File: config.mk
export PLATFORM = sky130hd
export DESIGN_NAME = sso_status_output
export DESIGN_NICKNAME = d
export VERILOG_FILES = /design/src/logic/sso_pkg.sv /design/src/logic/sso_out_select.sv /design/src/logic/sso_wait_timer.sv /design/src/logic/sso_status_output.sv
export SDC_FILE = /design/constraint.sdc
export NUM_CORES = 1
export LEC_CHECK = 0
export ABC_AREA = 1
export BUFFER_PORTS_ARGS = -buffer_cell sky130_fd_sc_hd__buf_2
export CAP_MARGIN = 0
export CORE_MARGIN = 1
export CORE_UTILIZATION = 49
export CTS_BUF_LIST = sky130_fd_sc_hd__clkbuf_2 sky130_fd_sc_hd__clkbuf_4 sky130_fd_sc_hd__clkbuf_8
export CTS_CLUSTER_DIAMETER = 150
export DETAILED_ROUTE_END_ITERATION = 8
export PLACE_DENSITY = 0.86
export SYNTH_ARGS = -nofsm -noshare
export SYNTH_HDL_FRONTEND = slang
export SYNTH_SLANG_ARGS = --single-unit
File: constraint.sdc
create_clock -name clk_sys -period 1.5 [get_ports clk_sys]
set_input_delay 0.15 -clock clk_sys [delete_from_list [all_inputs] [get_ports clk_sys]]
set_output_delay 0.15 -clock clk_sys [all_outputs]
set_load 0.02 [all_outputs]
File: src/logic/sso_pkg.sv
// Package for the status output selector: function codes, reset values,
// status carrier struct and timing constants.
// Assumes a single 50 MHz system clock shared by every user of the package.
package sso_pkg;

    // Width of one function select register
    localparam int unsigned SEL_W = 8;
    // Number of condition slots addressed by the low code bits
    localparam int unsigned COND_N = 64;

    // Function codes
    localparam logic [SEL_W-1:0] FN_RUN    = 8'h00;
    localparam logic [SEL_W-1:0] FN_ZERO   = 8'h01;
    localparam logic [SEL_W-1:0] FN_READY  = 8'h06;
    localparam logic [SEL_W-1:0] FN_UNDERV = 8'h07;
    localparam logic [SEL_W-1:0] FN_BLOCK  = 8'h08;
    localparam logic [SEL_W-1:0] FN_REFSRC = 8'h09;
    localparam logic [SEL_W-1:0] FN_RUNSRC = 8'h0A;
    localparam logic [SEL_W-1:0] FN_FAULT  = 8'h0E;
    localparam logic [SEL_W-1:0] FN_ALARM  = 8'h10;
    localparam logic [SEL_W-1:0] FN_FRESET = 8'h11;
    localparam logic [SEL_W-1:0] FN_REV    = 8'h1A;
    localparam logic [SEL_W-1:0] FN_OHPRE  = 8'h20;
    localparam logic [SEL_W-1:0] FN_RUN2   = 8'h37;
    localparam logic [SEL_W-1:0] FN_ENA    = 8'h38;
    localparam logic [SEL_W-1:0] FN_WAIT   = 8'h39;
    localparam logic [SEL_W-1:0] FN_OHRED  = 8'h3A;
    localparam logic [SEL_W-1:0] FN_NETRUN = 8'h3B;
    localparam logic [SEL_W-1:0] FN_FAN    = 8'h3D;
    // Highest accepted code
    localparam logic [SEL_W-1:0] FN_MAX    = 8'h3D;

    // Reset values of the two select registers
    localparam logic [SEL_W-1:0] RST_SEL_A = 8'h00;
    localparam logic [SEL_W-1:0] RST_SEL_B = 8'h01;

    // Heatsink trip level in degrees Celsius
    localparam logic [7:0] OH_TRIP_DEGC = 8'h69;

    // Clock period and run delay time base
    localparam int unsigned CLK_PERIOD_NS = 20;
    localparam int unsigned DELAY_TICK_NS = 1000000;
    localparam int unsigned TICK_CYCLES   = DELAY_TICK_NS / CLK_PERIOD_NS;

    // Run-wait timer states
    typedef enum logic [1:0] {
        SSO_IDLE = 2'b00,
        SSO_WAIT = 2'b01,
        SSO_DONE = 2'b10
    } sso_wait_e;

    // Drive status conditions gathered from the rest of the controller
    typedef struct packed {
        logic runCmd;        // Run command active
        logic outVoltage;    // Power stage producing voltage
        logic dcInject;      // DC injection braking in progress
        logic outBlocked;    // Power stage blocked
        logic initDone;      // Startup initialisation finished
        logic faultAny;      // Any fault present
        logic commFaultA;    // ctrl_comm_fault_a present
        logic commFaultB;    // ctrl_comm_fault_b present
        logic alarm;         // Minor fault condition
        logic underVolt;     // DC bus undervoltage detected
        logic keypadRefSel;  // Keypad is frequency reference source
        logic keypadRunSel;  // Keypad is run command source
        logic faultResetIn;  // Fault reset asserted on a digital input
        logic reverse;       // Motor turning in reverse
        logic enabled;       // Drive enabled by digital input
        logic reducedFreq;   // Running at overheat_reduced_frequency
        logic serialRun;     // Run from built-in serial port
        logic optionRun;     // Run from option card
        logic fanFault;      // Cooling fan faulty
    } sso_status_s;

    // True when a code lies in the accepted range
    function automatic logic ssoCodeOk(input logic [SEL_W-1:0] code);
        ssoCodeOk = (code <= FN_MAX);
    endfunction : ssoCodeOk

endpackage : sso_pkg

File: src/logic/sso_out_select.sv
// One output terminal pair: picks a condition by function code and
// registers it. Assumes the code never exceeds the condition vector size.
module sso_out_select
    import sso_pkg::*;
(
    input  wire logic                    clk_sys,
    input  wire logic                    rst_n,
    input  wire logic [sso_pkg::SEL_W-1:0] funcSel,
    input  wire logic [sso_pkg::COND_N-1:0] condVec,
    output logic                         termOn
);
    import sso_pkg::*;

    logic termOn_d;  // Next contact state

    // Selection; unused code slots carry zero so the contact opens
    always_comb
    begin
        termOn_d = condVec[funcSel[5:0]];
    end

    // Registered contact keeps external equipment free of decode glitches
    always_ff @(posedge clk_sys or negedge rst_n)
    begin
        if (!rst_n)
        begin
            termOn <= 1'b0;
        end
        else
        begin
            termOn <= termOn_d;
        end
    end

endmodule : sso_out_select

File: src/logic/sso_wait_timer.sv
// Run delay timer: flags the wait between a run command and the end of the
// configured delay. Assumes tick is a one-cycle pulse once per delay unit.
module sso_wait_timer
    import sso_pkg::*;
(
    input  wire logic        clk_sys,
    input  wire logic        rst_n,
    input  wire logic        tick,
    input  wire logic        runCmd,
    input  wire logic [15:0] delayUnits,
    output logic             waiting
);
    import sso_pkg::*;

    sso_wait_e   state_q;  // Timer state
    sso_wait_e   state_d;
    logic [15:0] cnt_q;    // Remaining delay units
    logic [15:0] cnt_d;

    // Next state; dropping the run command always ends the wait
    always_comb
    begin
        state_d = state_q;
        cnt_d   = cnt_q;
        case (state_q)
            SSO_IDLE:
            begin
                if (runCmd)
                begin
                    cnt_d   = delayUnits;
                    state_d = (delayUnits == 16'h0000) ? SSO_DONE : SSO_WAIT;
                end
            end
            SSO_WAIT:
            begin
                if (!runCmd)
                begin
                    state_d = SSO_IDLE;
                end
                else if (tick)
                begin
                    cnt_d = cnt_q - 16'h0001;
                    if (cnt_q == 16'h0001)
                    begin
                        state_d = SSO_DONE;
                    end
                end
            end
            SSO_DONE:
            begin
                if (!runCmd)
                begin
                    state_d = SSO_IDLE;
                end
            end
            default:
            begin
                state_d = SSO_IDLE;
            end
        endcase
    end

    // State registers
    always_ff @(posedge clk_sys or negedge rst_n)
    begin
        if (!rst_n)
        begin
            state_q <= SSO_IDLE;
            cnt_q   <= 16'h0000;
        end
        else
        begin
            state_q <= state_d;
            cnt_q   <= cnt_d;
        end
    end

    // First partial tick may shorten the wait by under one unit
    assign waiting = (state_q == SSO_WAIT);

endmodule : sso_wait_timer

File: src/logic/sso_status_output.sv
// Status output selector: two function-coded digital outputs driven from
// drive status conditions, plus heatsink trip and pre-alarm logic.
// Assumes all inputs are synchronous to clk_sys; settings come from the
// parameter store through the config write strobe.
module sso_status_output
    import sso_pkg::*;
#(
    parameter int unsigned TICK_LEN = sso_pkg::TICK_CYCLES  // Cycles per delay unit
)
(
    input  wire logic                      clk_sys,
    input  wire logic                      rst_n,
    input  wire sso_pkg::sso_status_s      drvStatus,
    input  wire logic [15:0]               outputFreq,
    input  wire logic [15:0]               zero_speed_threshold,
    input  wire logic [7:0]                heatsinkTemp,
    input  wire logic [7:0]                overheat_prealarm_level,
    input  wire logic [1:0]                overheat_prealarm_action,
    input  wire logic [15:0]               run_delay_time,
    input  wire logic                      cfgWe,
    input  wire logic                      cfgSelB,
    input  wire logic [sso_pkg::SEL_W-1:0] cfgWdata,
    output logic [sso_pkg::SEL_W-1:0]      output_a_function_select,
    output logic [sso_pkg::SEL_W-1:0]      output_b_function_select,
    output logic                           output_a_terminals,
    output logic                           output_b_terminals,
    output logic                           heatsink_overheat_fault,
    output logic [1:0]                     prealarmReaction
);
    import sso_pkg::*;

    logic [SEL_W-1:0]  selA_d;      // Next select A
    logic [SEL_W-1:0]  selB_d;      // Next select B
    logic [15:0]       div_q;       // Delay unit divider
    logic [15:0]       div_d;
    logic              tick;        // One pulse per delay unit
    logic              ohTrip_d;    // Next trip state
    logic [1:0]        react_d;     // Next pre-alarm reaction
    logic              preAlarm;    // Heatsink at pre-alarm level
    logic              waitActive;  // Run-wait window open
    logic [COND_N-1:0] condVec;     // Condition per function code
    logic              cfgTake;     // Config write accepted

    // Setting writes are taken only in range and while stopped, since the
    // selects may not change during operation
    // range check
    always_comb
    begin
        cfgTake = cfgWe && ssoCodeOk(cfgWdata) && !drvStatus.runCmd;
        selA_d  = output_a_function_select;
        selB_d  = output_b_function_select;
        if (cfgTake && !cfgSelB)
        begin
            selA_d = cfgWdata;
        end
        if (cfgTake && cfgSelB)
        begin
            selB_d = cfgWdata;
        end
    end

    // Select registers with their defaults
    // reset defaults
    always_ff @(posedge clk_sys or negedge rst_n)
    begin
        if (!rst_n)
        begin
            output_a_function_select <= RST_SEL_A;
            output_b_function_select <= RST_SEL_B;
        end
        else
        begin
            output_a_function_select <= selA_d;
            output_b_function_select <= selB_d;
        end
    end

    // Delay unit divider; the count is long so the length is a parameter
    always_comb
    begin
        tick  = (div_q == 16'(TICK_LEN - 1));
        div_d = tick ? 16'h0000 : div_q + 16'h0001;
    end

    // Divider register
    always_ff @(posedge clk_sys or negedge rst_n)
    begin
        if (!rst_n)
        begin
            div_q <= 16'h0000;
        end
        else
        begin
            div_q <= div_d;
        end
    end

    // Run delay window
    // wait timer
    sso_wait_timer uWait (
        .clk_sys    (clk_sys),
        .rst_n      (rst_n),
        .tick       (tick),
        .runCmd     (drvStatus.runCmd),
        .delayUnits (run_delay_time),
        .waiting    (waitActive)
    );

    // Heatsink trip is sticky until a fault reset; a hot reading in the
    // reset cycle wins so a trip is never lost
    always_comb
    begin
        preAlarm = (heatsinkTemp >= overheat_prealarm_level);
        ohTrip_d = (heatsinkTemp >= OH_TRIP_DEGC)
                 || (heatsink_overheat_fault && !drvStatus.faultResetIn);
        react_d  = preAlarm ? overheat_prealarm_action : 2'b00;
    end

    // Trip and reaction registers
    always_ff @(posedge clk_sys or negedge rst_n)
    begin
        if (!rst_n)
        begin
            heatsink_overheat_fault <= 1'b0;
            prealarmReaction        <= 2'b00;
        end
        else
        begin
            heatsink_overheat_fault <= ohTrip_d;
            prealarmReaction        <= react_d;
        end
    end

    // Condition vector indexed by function code
    always_comb
    begin
        condVec = '0;
        condVec[FN_RUN[5:0]]    = drvStatus.runCmd && drvStatus.outVoltage;
        condVec[FN_ZERO[5:0]]   = (outputFreq < zero_speed_threshold);
        condVec[FN_READY[5:0]]  = drvStatus.initDone && !drvStatus.faultAny;
        condVec[FN_UNDERV[5:0]] = drvStatus.underVolt;
        condVec[FN_BLOCK[5:0]]  = drvStatus.outBlocked;
        condVec[FN_REFSRC[5:0]] = drvStatus.keypadRefSel;
        condVec[FN_RUNSRC[5:0]] = drvStatus.keypadRunSel;
        condVec[FN_FAULT[5:0]]  = drvStatus.faultAny && !drvStatus.commFaultA
                                && !drvStatus.commFaultB;
        condVec[FN_ALARM[5:0]]  = drvStatus.alarm;
        condVec[FN_FRESET[5:0]] = drvStatus.faultResetIn;
        condVec[FN_REV[5:0]]    = drvStatus.reverse;
        condVec[FN_OHPRE[5:0]]  = preAlarm;
        condVec[FN_RUN2[5:0]]   = (outputFreq != 16'h0000) && !drvStatus.outBlocked
                                && !drvStatus.dcInject;
        condVec[FN_ENA[5:0]]    = drvStatus.enabled;
        condVec[FN_WAIT[5:0]]   = waitActive;
        condVec[FN_OHRED[5:0]]  = preAlarm && drvStatus.reducedFreq;
        condVec[FN_NETRUN[5:0]] = drvStatus.serialRun || drvStatus.optionRun;
        condVec[FN_FAN[5:0]]    = drvStatus.fanFault;
    end

    // Output terminal pairs
    // registered selection
    sso_out_select uOutA (
        .clk_sys (clk_sys),
        .rst_n   (rst_n),
        .funcSel (output_a_function_select),
        .condVec (condVec),
        .termOn  (output_a_terminals)
    );

    // Second output pair
    sso_out_select uOutB (
        .clk_sys (clk_sys),
        .rst_n   (rst_n),
        .funcSel (output_b_function_select),
        .condVec (condVec),
        .termOn  (output_b_terminals)
    );
endmodule : sso_status_output

-- Word level (Yosys, flattened, before mapping)
Index checks and enable logic that the tools add are counted.
- flip-flop bits (word level): 55
- output and inout port bits: 21
- logic and storage cells: 72
- add/sub/neg operators: 2
- $lt $le $gt $ge: 6
- eq/ne operators: 10
- mux-type cells: 17
- reduce and logical (&&, ||, !) cells: 28
- operators by type and width (cell ; number):
    16-bit two-way mux ; 4
    16-bit case mux with 2 select lines ; 1
    16-bit by 1-bit adder with 16-bit output (second input constant) ; 1
    16-bit by 1-bit equality test with 1-bit output (second input constant) ; 1
    16-bit equality test (second input constant) ; 1
    16-bit zero test ; 1
    16-bit less-than comparator ; 1
    16-bit nonzero test ; 1
    16-bit by 1-bit subtractor with 16-bit output (second input constant) ; 1
    6-bit by 7-bit less-than comparator with 1-bit output (second input constant) ; 2
    2-bit two-way mux ; 7
    1-bit binary-select mux with 6-bit select ; 2
    1-bit logical AND ; 12
    8-bit by 7-bit >= comparator with 1-bit output (second input constant) ; 1
    8-bit >= comparator ; 1
    8-bit by 6-bit <= comparator with 1-bit output (second input constant) ; 1
    1-bit zero test ; 8
    2-bit != test (second input constant) ; 4
    4-bit AND reduction ; 2
    3-bit != test (second input constant) ; 2
    2-bit case mux with 3 select lines ; 1
    2-bit by 1-bit equality test with 1-bit output (second input constant) ; 1
    2-bit equality test (second input constant) ; 1
    2-bit zero test ; 1
    3 further kinds ; 5

-- Depth between registers and ports, before layout
Gate-level depths: netlist of run 1.
- depth in word-level cells: 5
- mapped depth: 19
- gate-level depth less buffers: 19

-- By module
A second synthesis of run 1 with hierarchy kept.
- cell total of the unflattened synthesis: 847
- area, all modules: 5206.2 µm²
- by module, submodules not included (module ; instances ; cells an instance ; area an instance (µm²) ; sequential area each (µm²)):
    sso_status_output ; 1 ; 303 ; 2342.2 ; 877.1
    sso_out_select ; 2 ; 153 ; 723.2 ; 25.0
    sso_wait_timer ; 1 ; 238 ; 1417.6 ; 450.4

-- Worst setup path before layout of run 1
No wires, ideal clock.
- path kind: flip-flop to flip-flop
- start: register output_a_function_select[0] (netlist name)
- end: register uOutA.termOn
- library setup time: 113 ps
- arrival time: 1419 ps
- required time: 1387 ps
- slack: -32 ps
- cell stages (with the launch flop): 13
- cells stage by stage: dfrtp_1 clkbuf_1 inv_1 nand2_1 inv_1 nand2_1 o2111ai_1 o21ai_1 nand2_1 nand2_1 nand2_1 nand2_1 inv_1
- word-level cells in the longest chain between the ends: 2
- ends and longest elaborated chain (item ; RTL line ; RTL):
    start, declared ; sso_status_output.sv:23 ; output logic [sso_pkg::SEL_W-1:0] output_a_function_select,
    start signal, assigned ; sso_status_output.sv:73 ; output_a_function_select <= selA_d;
    1-bit binary-select mux with 6-bit select ; sso_out_select.sv:19 ; termOn_d = condVec[funcSel[5:0]];
    1-bit two-way mux (not written as such) ; sso_out_select.sv:19 ;
    via uOutA.termOn_d ; sso_out_select.sv:14 ; logic termOn_d;
    end signal, assigned ; sso_out_select.sv:31 ; termOn <= termOn_d;
    end, declared ; sso_out_select.sv:10 ; output logic termOn
The timed path passes the listed nets, and every way through them passes these cells. The select of a mux whose other input is x is not followed.
A chain may end at the register's enable or synchronous reset.

-- Final worst setup path of run 1
- start: register div_q[4]
- end: register div_q[15]
- word-level cells in the longest chain between the ends: 2
- elaborated cells on any way between the ends: 3
- those cells by class: add/sub (1); eq/ne (1); mux (1)
- ends and longest elaborated chain (item ; RTL line ; RTL):
    start, declared ; sso_status_output.sv:34 ; logic [15:0] div_q;
    start signal, assigned ; sso_status_output.sv:94 ; div_q <= div_d;
    16-bit by 1-bit adder with 16-bit output or 16-bit equality test (tied branches) ; sso_status_output.sv:82, sso_status_output.sv:81 ;
    16-bit two-way mux (*) ; sso_status_output.sv:82 ; div_d = tick ? 16'h0000 : div_q + 16'h0001;
    via div_d[15] ; sso_status_output.sv:35 ; logic [15:0] div_d;
The timed path passes the listed nets; every way through them passes the cells marked *.

==> results of run 1 <==
-- registers in the layout, indices dropped and copies added (netlist names) --
signal and cells:
output_b_function_select 8, div_q 16, output_a_function_select 8, prealarmReaction 2, uWait.state_q 2, uOutB.termOn 1, uOutA.termOn 1, heatsink_overheat_fault 1
uWait.cnt_q 16
-- worst paths after layout --
check	from	end	slack, ns	cells after the start
worst min register to register	output_a_function_select[7]	output_a_function_select[7]	0.48	2
worst max-delay path	div_q[4]	div_q[15]	-0.23	8
max in group asynchronous	rst_n	uWait.cnt_q[15]	0.59	3
worst max register to register	div_q[4]	div_q[15]	-0.23	8
min in group asynchronous	rst_n	uWait.cnt_q[8]	0.34	2
worst min-delay path	overheat_prealarm_action[1]	prealarmReaction[1]	0.02	3
-- routing by layer --
layer / part of all wire, % / wire length, um / GRT usage [%]
met1: 38 / 4760 / 30.4
met2: 53 / 6550 / 54.2
met3: 6.3 / 785 / 5.22
met4: 3.0 / 371 / 13.0
met5: 0 / 0 / 0
-- worst max-delay path, delay by kind of cell (launching register included) --
kind | cells | cell delay [ns]
flops | 1 | 0.45
simple gates | 6 | 0.95
compound gates | 2 | 0.23
-- per-stage QoR --
stage / power, mW / worst slack (ns)
floorplan: 3.89 / -0.0134
global placement: 4.97 / -0.0899
detailed placement: 5.09 / -0.190
CTS: 6.08 / -0.161
global route: 6.89 / -0.300
finish: 6.42 / -0.229
-- cells by family (layout without fill, tap and decap cells) --
kind of cell               Yosys count  after routing
and+or+nand+nor                    265            265
xor gates and xnor gates            10             10
DFF                                 55             55
buffers and inverters              117            308
adders and majority gates           26             26
AOI/OAI and AO/OA                   99             99
-- timing repair --
item | CTS | global route
gates cloned | 0 | 1
hold buffers | 2 | 0
endpoints found under the setup margin | 24 | 28
pin swaps | 15 | 12
hold endpoints to repair | 20 | 0
resized for setup | 24 | 52
buffers inserted | 9 | 10
-- cells in the mapped netlist (2+ instances only) --
cell	number	area share [%]
a31oi_2	3	0.94
a41oi_1	5	1.1
inv_1	104	9.8
nand3_1	27	3.4
clkbuf_1	8	0.75
nand2_2	4	0.63
a31oi_1	2	0.31
o211ai_1	7	1.3
ha_1	26	8.2
nand2_1	132	12
xor2_1	9	2.0
nor3_1	9	1.1
o21ai_1	7	0.88
nor4_2	2	0.63
nand4_1	8	1.3
buf_6	2	0.56
o2111ai_1	2	0.44
a21oi_1	23	2.9
nand3b_1	2	0.38
a21o_1	3	0.56
nor2_2	6	0.94
dfrtp_1	54	34
nor2_1	64	6.0
o21ai_0	41	5.1
nor4_1	6	0.94
-- power groups by stage --
stage | sequential (mW) | clock [mW] | combinational, mW
after floorplan | 2.23 | 0 | 1.67
after global placement | 2.12 | 0 | 2.84
after detailed placement | 2.13 | 0 | 2.97
after CTS | 2.11 | 0.899 | 3.07
after global routing | 2.18 | 0.965 | 3.74
final | 2.14 | 0.904 | 3.38
-- layout make-up --
| cell class | count | area (sq um) |
|---|---|---|
| flip-flops and latches | 55 | 1380 |
| fillers | 595 | 2180 |
| repair buffers | 194 | 1260 |
| clock buffers | 5 | 68.8 |
| well taps | 102 | 128 |
| clock inverters | 3 | 27.5 |
| inverters | 106 | 400 |
| multi-input cells | 400 | 2360 |
==> impl_metrics.py, run 1 <==
metrics = {
    "setup_path": {
        "critPathMaxStageDelay_ns": 0.45,
        "worst_setup_path_end_kind": "flop",
        "timing_worst_setup_path_type": "flop to flop",
        "crit_chain": "nand3_4 -> nor4_4 -> nand2_2 -> nor2_4 -> nand2_2 -> nor2_1 -> a21oi_1 -> a21oi_1",
        "crit_path_start_kind": "flop",
        "required_ns": 1.74,
        "crit_arrival_ns": 1.97,
        "cp_slowest_cell": "dfrtp_2",
        "path_max_fanout": 5,
    },
    "synth": {
        "ys_ff_latch": 55,
        "yosysWarnings": 0,
        "synth_edf_count": 0,
        "synth_xor_area_share_pct": 2.20,
        "synth_compound_area_share_pct": 14.8,
        "synth_adder_area_share_pct": 8.16,
        "syn_inst": 572,
        "synth-simple-area-share_pct": 28.8,
        "syn-num-nets": 695,
        "ys_async_sr_fraction_pct": 100,
        "dominantRegCellSynth": "dfrtp_1",
        "yosysUniqueCellTypes": 41,
        "synth.avg_cell_area_sq_um": 6.97,
        "synth.mux.area_fraction_pct": 0,
        "yosysSeqAreaShare_pct": 34.6,
        "synth_top_family_by_area": "simple AND/OR/NAND/NOR gates",
        "syn-cell-area_sq_um": 3990,
    },
    "placed_design": {
        "dp_hpwl_mm": 9.07,
        "dpl.cell_count": 835,
        "port_buffers": 117,
        "place_congestion": 0.981,
        "postPlaceCellArea_sq_um": 5100,
    },
    "route": {
        "drt_iter0_markers": 220,
        "finalWirelength_mm": 12.5,
        "viasPerCell": 5.33,
        "drtPass1Iterations": 5,
        "ant_nets": 0,
        "drcViolationCount": 0,
        "wl_per_cell_um": 14.4,
        "dr_total_vias": 4613,
    },
    "grt": {
        "antenna_found_initial": 0,
        "grt_pass1_wl_mm": 19.4,
        "grt_overflow": 0,
        "grt_pass1_vias": 4519,
        "grt_usage_pct": 28.6,
        "grt_max_degree": 26,
    },
    "layout": {
        "final_cell_mix": "126 x nand2_1, 117 x buf_2, 94 x inv_1",
        "area_growth_pct": 41.1,
        "final_layout_size_suffix_gt1_share_pct": 34.9,
        "fin_util_pct": 72.0,
        "diodes": 0,
        "final_common_cell": "nand2_1",
        "nets": 885,
        "fin_cells": 865,
        "finish.instance_area_sq_um": 5620,
    },
    "pwr": {
        "pwr-share-comb_pct": 52.6,
        "powerDensity_nw_per_um2": 1140,
        "clkPwrFrac_pct": 14.1,
        "worst_ir_drop_vdd_uv": 935,
        "total_leakage_power_nw": 3.17,
        "p_sw_mw": 2.83,
        "power_frac_seq_pct": 33.3,
        "swShare_pct": 44.0,
        "cellInternalPower_mw": 3.60,
    },
    "timing": {
        "worst_slew_pin_slew_ns": 0.579,
        "finalCriticalPeriod_ns": 1.73,
        "final-max-slew-violation-count": 0,
        "whs_ns": 0.0248,
        "setup_ws_ns": -0.229,
        "hold_violations": 0,
        "rsz0062_at_grt": "yes",
        "min_period_over_period_pct": 115,
        "slew_headroom_pct": 61.4,
        "fmax_mhz": 579,
        "setup_viol": 24,
        "final.setup.tns_ns": -2.94,
        "clock_skew_ns": 0.0104,
    },
    "floorplan": {
        "die_x_um": 92.2,
        "num_rows": 32,
        "io_pins": 118,
        "initial_core_util_pct": 51.1,
        "dieHeight_um": 92.2,
        "core_region_area_sq_um": 7810,
        "dieArea_sq_um": 8500,
    },
    "clock_tree": {
        "clkLatencyLatePin_ns": 0.33,
        "cts_buffer_depth": 2,
        "cts_tree": "done",
        "clock-sinks": 55,
        "cts_root_buf": "clkbuf_8",
        "cts-buffers-inserted": 5,
        "htreeDepth": 2,
        "path_clk_slew_ns": 0.11,
    },
    "flow_run": {
        "drv_cap": 0,
    },
    "run_status": {
        "status": "finished, violations left",
        "violations": "setup timing",
    },
    "min_path": {
        "hp-class": "input pin to flop",
    },
}
Note: power is estimated with default switching activity, not from simulation.
==> inputs of run 2 (changes only) <==
--- a/config.mk
+++ b/config.mk
@@ -14,6 +14,7 @@
 export CTS_CLUSTER_DIAMETER = 150
 export DETAILED_ROUTE_END_ITERATION = 8
 export PLACE_DENSITY = 0.86
+export SKIP_CTS_REPAIR_TIMING = 1
 export SYNTH_ARGS = -nofsm -noshare
 export SYNTH_HDL_FRONTEND = slang
 export SYNTH_SLANG_ARGS = --single-unit
==> run 2 against run 1 <==
Net effect: the flow still finishes with violations (setup timing); clock skew shrank 0.0044 ns; cell count shrank 1.5%; final area shrank 2.4%; sequential share of layout area grew 0.64 points; routed wire length shrank 4.6%; via count shrank 2.0%; global-route usage shrank 0.89 points; critical path type unchanged; largest power group unchanged; highest routed layer unchanged.
==> impl_metrics.py, run 2 (synthesis gave the netlist of run 1 again) <==
metrics = {
    "run_status": {
        "status": "finished, violations left",
        "violations": "setup timing",
    },
    "floorplan": {
        "core_region_area_sq_um": 7810,
        "num_rows": 32,
        "die_x_um": 92.2,
        "dieHeight_um": 92.2,
        "dieArea_sq_um": 8500,
        "io_pins": 118,
        "initial_core_util_pct": 51.1,
    },
    "pwr": {
        "swShare_pct": 44.1,
        "clkPwrFrac_pct": 14.0,
        "cellInternalPower_mw": 3.58,
        "total_leakage_power_nw": 3.07,
        "powerDensity_nw_per_um2": 1170,
        "worst_ir_drop_vdd_uv": 928,
        "power_frac_seq_pct": 33.4,
        "p_sw_mw": 2.82,
        "pwr-share-comb_pct": 52.6,
    },
    "clock_tree": {
        "htreeDepth": 2,
        "cts-buffers-inserted": 5,
        "clock-sinks": 55,
        "cts_buffer_depth": 2,
        "clkLatencyLatePin_ns": 0.33,
        "cts_tree": "done",
        "path_clk_slew_ns": 0.11,
        "cts_root_buf": "clkbuf_8",
    },
    "setup_path": {
        "worst_setup_path_end_kind": "flop",
        "worst_r2r_path_depth": 11,
        "crit_path_start_kind": "flop",
        "crit_arrival_ns": 2.01,
        "timing_worst_setup_path_type": "flop to flop",
        "cp_slowest_cell": "dfrtp_1",
        "worst-path-stages": 11,
        "worst-path-buf-inv": 2,
        "crit_family": "simple AND/OR/NAND/NOR gates",
        "crit_chain": "inv_2 -> nand3_2 -> nor2_2 -> nand2_1 -> inv_2 -> nand4_1 -> nor2_2 -> nand3_1 -> o21ai_1 -> o21ai_1 -> nand2_1",
        "critPathMaxStageDelay_ns": 0.41,
        "required_ns": 1.77,
        "path_max_fanout": 3,
    },
    "route": {
        "ant_nets": 0,
        "dr_total_vias": 4520,
        "finalWirelength_mm": 11.9,
        "drcViolationCount": 0,
        "drt_iter0_markers": 237,
        "viasPerCell": 5.31,
        "wl_per_cell_um": 14.0,
        "drtPass1Iterations": 4,
    },
    "placed_design": {
        "place_congestion": 0.981,
        "postPlaceCellArea_sq_um": 5100,
        "dpl.cell_count": 835,
        "dp_hpwl_mm": 9.07,
        "port_buffers": 117,
    },
    "layout": {
        "finish.instance_area_sq_um": 5490,
        "fillers": 626,
        "final_layout_size_suffix_gt1_share_pct": 33.2,
        "seq_area_sq_um": 1380,
        "diodes": 0,
        "fin_cells": 852,
        "area_growth_pct": 37.6,
        "multi_input_comb_area_sq_um": 2320,
        "final_cell_mix": "129 x nand2_1, 117 x buf_2, 94 x inv_1",
        "nets": 872,
        "final_common_cell": "nand2_1",
        "top_regs": "div_q (16), uWait.cnt_q (16)",
    },
    "timing": {
        "hold_violations": 0,
        "clock_skew_ns": 0.00593,
        "final-max-slew-violation-count": 0,
        "rsz0062_at_grt": "yes",
        "slew_headroom_pct": 62.8,
        "fmax_mhz": 574,
        "setup_ws_ns": -0.243,
        "finalCriticalPeriod_ns": 1.74,
        "setup_viol": 23,
        "min_period_over_period_pct": 116,
        "worst_slew_pin_slew_ns": 0.558,
    },
    "grt": {
        "antenna_found_initial": 0,
        "grt_max_degree": 26,
        "grt_overflow": 0,
        "grt_pass1_vias": 4406,
        "grt_pass1_wl_mm": 18.8,
        "grt_usage_pct": 27.7,
    },
    "flow_run": {
        "drv_cap": 0,
    },
    "min_path": {
        "hold_depth": 3,
        "hp-class": "input pin to flop",
    },
}
run 2: cell types whose count changed in the layout (fill, tap and decap cells not counted), sizes merged:
cell | previous run | this run
buf | 191 | 179
dlygate4sd3 | 2 | 1
run 2: area by class of cell:
type                       count  share of cell area [%]
timing repair buffer         181                    21.0
multi-input combinational    400                    42.3
clock inverter                 3                   0.502
clock buffer                   5                    1.25
inverter                     106                    7.34
tap                          102                    2.33
sequential                    55                    25.2
run 2: path summary, 6_finish.rpt:
kind                                        startpoint                     endpoint  slack (ns)
max                                     uWait.cnt_q[0]              uWait.cnt_q[15]       -0.24
min                        overheat_prealarm_action[0]          prealarmReaction[0]       0.005
max reg2reg                             uWait.cnt_q[0]              uWait.cnt_q[15]       -0.24
min reg2reg                output_a_function_select[7]  output_a_function_select[7]        0.47
max in group asynchronous                        rst_n              uWait.cnt_q[11]        0.61
min in group asynchronous                        rst_n                     div_q[9]        0.34
run 2: through the flow:
step | power [mW] | TNS [ns] | util (%) | setup WS, ns | hold slack, ns
after global placement | 4.97 | -0.324 | 65.4 | -0.0899 | 0.172
after detailed placement | 5.09 | -1.87 | 65.4 | -0.190 | 0.184
after CTS | 5.99 | -2.47 | 66.6 | -0.220 | -0.176
after floorplan | 3.89 | -0.0176 | - | -0.0134 | -0.146
after global routing | 6.86 | -5.16 | 70.3 | -0.337 | 0.00311
final | 6.40 | -2.34 | 70.3 | -0.243 | 0.00458
run 2: worst register-to-register path, cell delays in order, from the launching register on:
cell     delay, ns
dfrtp_1       0.41
inv_2         0.09
nand3_2       0.10
nor2_2        0.13
nand2_1       0.09
inv_2         0.07
nand4_1       0.15
nor2_2        0.21
nand3_1       0.11
o21ai_1       0.17
o21ai_1       0.09
nand2_1       0.07
run 2: power by group through the flow:
stage                     Sequential [mW]  Combinational [mW]  Clock, mW
final                                2.14                3.37      0.894
after global placement               2.12                2.84          0
after global routing                 2.18                3.72      0.959
after CTS                            2.10                2.98      0.899
after floorplan                      2.23                1.67          0
after detailed placement             2.13                2.97          0
run 2: per-layer routing:
metal	GRT usage, %	vias up	routed length (um)
met2	52.4	174	6280
met4	11.7	0	353
li1	-	2208	-
met5	0	-	0
met1	30.0	2102	4590
met3	4.98	36	663
